<file path="src/samc_pkg.sv">
// package for the serial access mode control block
package samc_pkg;
    localparam int CMD_BITS = 8;
    localparam int SEL_BITS = 3;
    // command byte field positions, msb first on the wire
    localparam int POS_WGATE = 7;
    localparam int POS_RSV_HI = 6;
    localparam int POS_MODE_HI = 5;
    localparam int POS_MODE_LO = 4;
    localparam int POS_RSV_LO = 3;
    localparam int POS_SEL_HI = 2;
    localparam logic [1:0] MODE_WRITE = 2'h0;
    localparam logic [1:0] MODE_READ = 2'h1;
    localparam logic [1:0] MODE_CONT = 2'h2;
    localparam logic [1:0] MODE_STOP = 2'h3;
    localparam logic [7:0] STOP_BYTE = 8'h30;
    localparam logic [3:0] LOW_NIBBLE_ZERO = 4'h0;
    localparam int DEF_XFER_BITS = 8;

    typedef struct packed {
        logic [1:0] mode;
        logic [SEL_BITS-1:0] sel;
    } samc_cmd_t;

    typedef enum logic [3:0] {
        ST_CMD = 4'h1,
        ST_WRITE = 4'h2,
        ST_READ = 4'h4,
        ST_CONT = 4'h8
    } samc_state_t;
endpackage

</file>
<file path="src/samc_ctrl.sv">
// access mode command interpreter for the serial port
`timescale 1ns/1ps
module samc_ctrl #(
    parameter int XFER_BITS = samc_pkg::DEF_XFER_BITS
) (
    // clock and reset
    input wire logic clk_i,
    input wire logic rst_n_i,
    // serial pins, asynchronous to clk_i
    input wire logic sclk_i,
    input wire logic din_i,
    // decoded command state
    output logic [samc_pkg::SEL_BITS-1:0] reg_select_o,
    output logic write_active_o,
    output logic read_active_o,
    output logic cont_read_o,
    output logic cmd_wait_o,
    // one pulse per completed transfer, its data and the live shift register
    output logic xfer_done_o,
    output logic [XFER_BITS-1:0] xfer_data_o,
    output logic [XFER_BITS-1:0] shift_o,
    output logic cmd_valid_o,
    output logic [1:0] access_mode_o
);
    // bit counters are six bits wide; a word shorter than a command
    // byte could not carry the stop frame
    if (XFER_BITS < samc_pkg::CMD_BITS || XFER_BITS > 32) begin : g_bad_width
        $error("XFER_BITS out of range");
    end

    ////////////////////////////////////////////////////////////////////
    // pin synchronisers and serial clock edge detect
    logic [1:0] sclk_sync;
    logic [1:0] din_sync;
    logic sclk_prev;
    always_ff @(posedge clk_i) begin
        if (!rst_n_i) begin
            sclk_sync <= 2'h0;
            din_sync <= 2'h0;
            sclk_prev <= 1'h0;
        end else begin
            sclk_sync <= {sclk_sync[0], sclk_i};
            din_sync <= {din_sync[0], din_i};
            sclk_prev <= sclk_sync[1];
        end
    end
    // rising edge samples data in every state, continuous read included
    wire bit_strobe = sclk_sync[1] & ~sclk_prev;
    wire bit_val = din_sync[1];

    ////////////////////////////////////////////////////////////////////
    // shifting and bit counting
    samc_pkg::samc_state_t state, next_state;
    logic [XFER_BITS-1:0] shreg;
    logic [5:0] bit_cnt;
    samc_pkg::samc_cmd_t cmd;

    // write gate: a one at the first position is not taken in
    wire gate_hold = (state == samc_pkg::ST_CMD) && (bit_cnt == 6'h0)
                     && bit_val;
    wire in_cmd = (state == samc_pkg::ST_CMD);
    wire [5:0] last_cnt = in_cmd ? 6'(samc_pkg::CMD_BITS - 1)
                                 : 6'(XFER_BITS - 1);
    wire [5:0] cont_last = 6'(samc_pkg::CMD_BITS - 1);
    wire in_cont = (state == samc_pkg::ST_CONT);
    // in continuous read the stop byte is watched in byte frames
    wire frame_end = bit_strobe && !gate_hold
                     && (bit_cnt == (in_cont ? cont_last : last_cnt));
    wire [XFER_BITS-1:0] next_shreg = {shreg[XFER_BITS-2:0], bit_val};
    wire [7:0] new_byte = next_shreg[7:0];
    wire [1:0] new_mode = new_byte[samc_pkg::POS_MODE_HI:
                                   samc_pkg::POS_MODE_LO];
    wire [samc_pkg::SEL_BITS-1:0] new_sel =
        new_byte[samc_pkg::POS_SEL_HI:0];
    wire stop_seen = (new_byte == samc_pkg::STOP_BYTE);
    wire stop_cmd = (new_mode == samc_pkg::MODE_STOP)
                    && (new_byte[samc_pkg::POS_RSV_LO:0]
                        == samc_pkg::LOW_NIBBLE_ZERO);
    // read data is driven by the device; frames count read clocks only
    logic [5:0] cont_bits;

    always_comb begin
        next_state = state;
        unique case (state)
            samc_pkg::ST_CMD: begin
                if (frame_end) begin
                    unique case (new_mode)
                        samc_pkg::MODE_WRITE:
                            next_state = samc_pkg::ST_WRITE;
                        samc_pkg::MODE_READ:
                            next_state = samc_pkg::ST_READ;
                        samc_pkg::MODE_CONT:
                            next_state = samc_pkg::ST_CONT;
                        samc_pkg::MODE_STOP:
                            next_state = samc_pkg::ST_CMD;
                    endcase
                end
            end
            samc_pkg::ST_WRITE, samc_pkg::ST_READ: begin
                if (frame_end) begin
                    next_state = samc_pkg::ST_CMD;
                end
            end
            samc_pkg::ST_CONT: begin
                // stays here for each read until the stop byte arrives;
                // ones runs only matter through the stop frame, no reset
                if (frame_end && stop_seen && stop_cmd) begin
                    next_state = samc_pkg::ST_CMD;
                end
            end
            default: next_state = samc_pkg::ST_CMD;
        endcase
    end

    wire cmd_load = in_cmd && frame_end
                    && (new_mode != samc_pkg::MODE_STOP);

    always_ff @(posedge clk_i) begin
        if (!rst_n_i) begin
            state <= samc_pkg::ST_CMD;
            shreg <= '0;
            bit_cnt <= 6'h0;
            cmd <= '0;
        end else begin
            state <= next_state;
            if (bit_strobe && !gate_hold) begin
                shreg <= next_shreg;
                bit_cnt <= frame_end ? 6'h0 : bit_cnt + 6'h1;
            end
            if (cmd_load) begin
                cmd <= '{mode: new_mode, sel: new_sel};
            end
        end
    end

    // counts clocks of a continuous read word to mark its end
    wire cont_word_end = in_cont && bit_strobe
                         && (cont_bits == 6'(XFER_BITS - 1));
    always_ff @(posedge clk_i) begin
        if (!rst_n_i) begin
            cont_bits <= 6'h0;
        end else if (!in_cont) begin
            cont_bits <= 6'h0;
        end else if (bit_strobe) begin
            cont_bits <= cont_word_end ? 6'h0 : cont_bits + 6'h1;
        end
    end

    ////////////////////////////////////////////////////////////////////
    // registered outputs
    always_ff @(posedge clk_i) begin
        if (!rst_n_i) begin
            xfer_done_o <= 1'h0;
            xfer_data_o <= '0;
            cmd_valid_o <= 1'h0;
        end else begin
            xfer_done_o <= (frame_end && !in_cmd && !in_cont)
                           || cont_word_end;
            cmd_valid_o <= cmd_load;
            if (frame_end && !in_cmd) begin
                xfer_data_o <= next_shreg;
            end
        end
    end

    assign reg_select_o = cmd.sel;
    assign access_mode_o = cmd.mode;
    assign write_active_o = (state == samc_pkg::ST_WRITE);
    assign read_active_o = (state == samc_pkg::ST_READ);
    assign cont_read_o = in_cont;
    assign cmd_wait_o = in_cmd;
    assign shift_o = shreg;

    ////////////////////////////////////////////////////////////////////
    // checks
    a_write_returns: assert property (@(posedge clk_i) disable iff (!rst_n_i)
        state == samc_pkg::ST_WRITE && frame_end |=> in_cmd)
        else $error("single write did not return to command wait");
    a_read_returns: assert property (@(posedge clk_i) disable iff (!rst_n_i)
        state == samc_pkg::ST_READ && frame_end |=> in_cmd)
        else $error("single read did not return to command wait");
    a_mode_write: assert property (@(posedge clk_i) disable iff (!rst_n_i)
        in_cmd && frame_end && new_mode == samc_pkg::MODE_WRITE
        |=> write_active_o && reg_select_o == $past(new_sel))
        else $error("mode 00 did not start a write");
    a_mode_read: assert property (@(posedge clk_i) disable iff (!rst_n_i)
        in_cmd && frame_end && new_mode == samc_pkg::MODE_READ
        |=> read_active_o && reg_select_o == $past(new_sel))
        else $error("mode 01 did not start a read");
    a_cont_enter: assert property (@(posedge clk_i) disable iff (!rst_n_i)
        in_cmd && frame_end && new_mode == samc_pkg::MODE_CONT
        |=> cont_read_o)
        else $error("mode 10 did not enter continuous read");
    a_cont_holds: assert property (@(posedge clk_i) disable iff (!rst_n_i)
        in_cont && !(frame_end && stop_seen) |=> in_cont)
        else $error("continuous read left without stop byte");
    a_cont_stop: assert property (@(posedge clk_i) disable iff (!rst_n_i)
        in_cont && frame_end && stop_seen |=> cmd_wait_o)
        else $error("stop byte did not end continuous read");
    a_cont_sel: assert property (@(posedge clk_i) disable iff (!rst_n_i)
        in_cont && $past(in_cont) |-> $stable(reg_select_o))
        else $error("select changed during continuous read");
    a_gate_hold: assert property (@(posedge clk_i) disable iff (!rst_n_i)
        gate_hold |=> bit_cnt == 6'h0 && in_cmd)
        else $error("write gate one was taken in");
    a_cont_sample: assert property (@(posedge clk_i) disable iff (!rst_n_i)
        in_cont && bit_strobe |=> shreg[0] == $past(bit_val))
        else $error("data not sampled in continuous read");
endmodule

</file>
<file path="config.mk">
export PLATFORM = sky130hd
export DESIGN_NAME = samc_ctrl
export DESIGN_NICKNAME = d
export VERILOG_FILES = /design/src/samc_pkg.sv /design/src/samc_ctrl.sv
export SDC_FILE = /design/constraint.sdc
export NUM_CORES = 1
export LEC_CHECK = 0
export BUFFER_PORTS_ARGS = -buffer_cell sky130_fd_sc_hd__buf_2
export CAP_MARGIN = 20
export CORE_ASPECT_RATIO = 1.1
export CORE_MARGIN = 5
export CORE_UTILIZATION = 55
export DETAILED_ROUTE_END_ITERATION = 16
export PLACE_DENSITY = 0.86
export SLEW_MARGIN = 10
export SYNTH_ARGS = -nofsm -noshare
export SYNTH_HDL_FRONTEND = slang
export SYNTH_SLANG_ARGS = --single-unit
</file>
<file path="constraint.sdc">
create_clock -name clk_i -period 2.03 [get_ports clk_i]
set_input_delay 0.406 -clock clk_i [delete_from_list [all_inputs] [get_ports clk_i]]
set_output_delay 0.406 -clock clk_i [all_outputs]
set_load 0.1 [all_outputs]
</file>
# [After elaboration in Yosys (flattened, before gate mapping)]
# Index checks and enable logic that the tools add are counted.
[word_totals] regBits=44 wordCells=60 in_bits=4 output_inout_bits=27
[classes] reduce_logical=23 eq_ne=14 bitwise=2 n_addsub=2 muxes=7
[ops] cell="one-hot mux 4 bit (4 select lines)" n=1
[ops] cell="logical AND 1 bit" n=13
[ops] cell="adder 6 x 1 -> 6 bit (second input constant)" n=2
[ops] cell="== test 6 x 3 -> 1 bit (second input constant)" n=2
[ops] cell="2-to-1 mux 4 bit" n=3
[ops] cell="2-to-1 mux 6 bit" n=2
[ops] cell="one-hot mux 4 bit (3 select lines)" n=1
[ops] cell="== test 8 x 6 -> 1 bit (second input constant)" n=1
[ops] cell="logical NOT 6 bit" n=1
[ops] cell="== test 2 bit (second input constant)" n=2
[ops] cell="== test 4 x 1 -> 1 bit (second input constant)" n=1
[ops] cell="== test 4 x 2 -> 1 bit (second input constant)" n=1
[ops] cell="== test 4 x 3 -> 1 bit (second input constant)" n=1
[ops] cell="== test 4 bit (second input constant)" n=1
[ops] cell="logical NOT 4 bit" n=1
[ops] cell="inequality test 2 x 1 -> 1 bit (second input constant)" n=2
[ops] cell="inequality test 2 bit (second input constant)" n=2
[ops] cell="logical NOT 1 bit" n=3
[ops] cell="AND reduction 3 bit" n=1
[ops] cell="== test 2 x 1 -> 1 bit (second input constant)" n=1
[ops] cell="logical NOT 2 bit" n=1
[ops] cell="AND reduction 2 bit" n=1
[ops] cell="OR reduction 2 bit" n=1
[ops] cell="AND 1 bit" n=1
[ops] cell="other kinds (2)" n=2

# [Longest topological paths before layout]
[depth] ltp_word=10 depth_mapped=8 ltp_nobuf=6

# [Worst setup path after synthesis]
# OpenSTA, ideal clock, no wires.
[synth_timing] kind="reg2out" startpoint="register state[1]" endpoint="output port write_active_o" path_buffers=0 path_stages_with_launch=2 t_required_ps=1624 path_slack_ps=-1896 t_arrival_ps=3520 cell_sequence="dfxtp_1 > nor4b_1"
[synth_via] elab_chain_cells=1
[synth_rtl] element="from (decl)" line="samc_ctrl.sv:53" source="samc_pkg::samc_state_t state, next_state;"
[synth_rtl] element="from (signal assigned)" line="samc_ctrl.sv:120" source="state <= samc_pkg::ST_CMD;"
[synth_rtl] element="from (signal assigned)" line="samc_ctrl.sv:125" source="state <= next_state;"
[synth_rtl] element="== test 4 x 2 -> 1 bit" line="samc_ctrl.sv:168" source="assign write_active_o = (state == samc_pkg::ST_WRITE);"
[synth_rtl] element="to (decl)" line="samc_ctrl.sv:14" source="output logic write_active_o,"
# Every way passes these cells.

# [Final worst setup path]
[layout_timing] startpoint="register state[1]" endpoint="output port cont_read_o"
[layout_via] elab_chain_cells=1
[layout_rtl] element="== test 4 bit" line="samc_ctrl.sv:65" source="wire in_cont = (state == samc_pkg::ST_CONT);"
[layout_rtl] element="to (decl)" line="samc_ctrl.sv:16" source="output logic cont_read_o,"
# Every way passes these cells.

==> impl_metrics.tcl <==
set metrics [dict create \
    min_path_type "in -> reg" \
    portBuffers 30 \
    use_met1 0.215 \
    criticalPathCategory "reg -> out" \
    drc_errors 0 \
    io_pins 31 \
    crit_arrival_ns 1.60 \
    status "finished clean" \
    cts_tree "done" \
    fmax_ghz 0.497 \
    use_met2 0.310 \
    finalSetupViolations 0 \
    vias 1569 \
    die_x_um 65.3 \
    drv_slew 0 \
    slew-limit-headroom 0.591 \
    cts_root_buf "clkbuf_4" \
    grt_busiest_layer "met2" \
    worst_setup_path_end_kind "primary output" \
    routed_wl_um 3960 \
    clk_latency_ns 0.35 \
    rsz0062_at_grt "true" \
    pwr-share-comb 0.032 \
    layout-drive-gt1-share 0.306 \
    seqPwrFrac 0.645 \
    hold_buffers 0 \
    period_share 0.990 \
    grt_max_degree 18 \
    worstSetupStartpointType "flip-flop" \
    syn2layout_area_growth_pct 19.2 \
    yosysTopAreaCell "dfxtp_1" \
    p_leak_nw 0.931 \
    globalRouteMet3Util 0.0508 \
    synth_cell_types 42 \
    vdd_ir_drop_max_mv 0.524 \
    cts.sinks 44 \
    fin_nets 248 \
    grt.overflow.total 0 \
    ys_seq_area_frac 0.476 \
    cts_buffers 5 \
    antenna_found_initial 0 \
    grt_pass1_vias 1470 \
    rows 22 \
    die_y_um 70.8 \
    clock_power_share 0.323 \
    skew_ns 0.0139 \
    fillerInstances 274 \
    num_antenna_cells 0 \
    tightestPinTransition_ns 0.610 \
    cp_max_fo 6 \
    max_cap_viol_count 0 \
    required_ns 1.62 \
    syn_nets 210 \
    whs_path_depth 2 \
    vias_per_cell 5.64 \
    switching_share 0.224 \
    cts_buffer_depth 2 \
    switchingPower_uw 303 \
    hold_viol 0 \
    htree_levels 2 \
    grt_use_total 0.179 \
    avgRoutedWirePerCell_um 14.3 \
    clk_pin_slew_worst_paths_ns 0.13 \
    place_congestion 0.876 \
    yosys_warnings 0 \
    synth_area_um2 1850 \
    avgSynthCellArea_um2 9.12 \
    drt-initial-drc-count 114 \
    final_core_util 0.668 \
    synthTopCellsByArea "dfxtp_1, nand2_1, o21ai_2" \
    initial_core_util 0.560 \
    fin_tns_setup_ns 0 \
    grt_pass1_wl_um 6620 \
    period_needed_ns 2.01 \
    r2r_cells 5 \
    cellInternalPower_mw 1.05 \
    power-per-cell-area_nw_per_um2 615 \
    synth_seq_cells 44 \
    ant_nets 0 \
    synth_top_area_frac 0.476 \
    dieArea_um2 4630 \
    dpl.hpwl_um 2890 \
    netlist_instances 203 \
    detail_route.first_pass.iterations 4 \
    core_area_um2 3300 \
]
## metrics by stage
step	hold slack [ns]	worst slack (ns)	power [mW]	std cells	cell area, um2
after global placement	0.414	0.199	0.936	266	2090
after CTS	0.251	-0.00476	1.37	277	2180
final	0.267	0.0194	1.36	278	2210
after global routing	0.257	-0.0363	1.42	278	2210
after floorplan	0.412	-0.493	0.927	203	1870
after detailed placement	0.422	0.152	0.937	266	2090
## worst paths after layout
kind                           start                 endpoint  slack [ns]
max            state[1]$_SDFFE_PN0P_              cont_read_o        0.02
min                           sclk_i  sclk_sync[0]$_SDFF_PN0_        0.27
max reg2reg    state[3]$_SDFFE_PN0P_  shift_o[2]$_SDFFE_PN0P_        0.20
min reg2reg  sclk_sync[0]$_SDFF_PN0_  sclk_sync[1]$_SDFF_PN0_        0.44
## what timing repair did
action,4_1_cts,5_1_grt
setup buffers,3,1
endpoints found under the setup margin,2,4
resized for setup,5,7
pin swaps,1,1
## critical path: stages, from the launching register on
cell        delay [ns]
dfxtp_2           0.35
buf_6             0.13
or4_4             0.50
clkinvlp_4        0.11
buf_12            0.17
## cell usage in the layout (no fill, tap or decap), drive strengths merged, types with 2 or more instances in the layout
cell      synthesis  final
a31o              2      2
ha                3      3
a21oi            13     13
xor2              8      8
clkinvlp          0      2
nand3b            2      2
buf               6     40
nand3             8      8
o21ai            18     18
clkbuf            5      9
nand2b            2      2
nor4b             2      2
and2              5      5
mux2i             6      6
nand2            24     24
nor3              7      7
or4               2      2
nor2             17     17
nand4b            2      2
inv               5      4
nand4             4      4
nor4              3      3
dfxtp            44     44
xnor2             2      2
## routing by layer
| metal | vias up | wire [um] |
|---|---|---|
| met3 | 7 | 150 |
| li1 | 787 | - |
| met1 | 746 | 1730 |
| met4 | 0 | 55 |
| met2 | 29 | 2030 |
| met5 | - | 0 |
## state kept, by name, indices dropped and copies added (netlist names)
| register | flops |
|---|---|
| shift_o | 8 |
| xfer_data_o | 8 |
| bit_cnt | 6 |
| cont_bits | 6 |
| state | 4 |
| reg_select_o | 3 |
| access_mode_o | 2 |
| din_sync | 2 |
| sclk_sync | 2 |
| cmd_valid_o | 1 |
| sclk_prev | 1 |
| xfer_done_o | 1 |
## Yosys cell counts, drive strengths merged
library cell and count:
a21bo 1, a21o 1, a21oi 13, a31o 2, and2 5, and3 1, and4 1, and4b 1
buf 6, clkbuf 5, clkinv 1, dfxtp 44, ha 3, inv 5, mux2i 6, nand2 24
nand2b 2, nand3 8, nand3b 2, nand4 4, nand4b 2, nor2 17, nor2b 1, nor3 7
nor4 3, nor4b 2, o211a 1, o211ai 1, o21ai 18, o221ai 1, o31a 1, or3 1
or4 2, or4b 1, xnor2 2, xor2 8
## kinds of logic after synthesis
kind of cell | Yosys count | share of synthesized area
AND/OR/NAND/NOR | 84 | 0.240
flip-flops | 44 | 0.476
AO/OA/AOI/OAI | 39 | 0.138
buffers and inverters | 17 | 0.0460
XOR/XNOR | 10 | 0.0473
multiplexers | 6 | 0.0325
adder cells (fa/ha/maj) | 3 | 0.0203
## power groups by stage
stage	sequential, mW	combinational (mW)	clock [mW]
after global routing	0.875	0.0489	0.493
final	0.874	0.0439	0.438
after CTS	0.874	0.0437	0.456
after floorplan	0.894	0.0339	0
after global placement	0.893	0.0428	0
after detailed placement	0.893	0.0435	0
## final cells by class
| cell class | instances | area, um2 | area share |
|---|---|---|---|
| clock buffer | 7 | 55.1 | 0.0250 |
| clock inverter | 1 | 7.51 | 0.00340 |
| inverter | 6 | 28.8 | 0.0130 |
| multi-input combinational | 142 | 905 | 0.410 |
| sequential | 44 | 886 | 0.402 |
| tap | 36 | 45.0 | 0.0204 |
| timing repair buffer | 42 | 279 | 0.126 |
(Power assumes the default switching activity.)
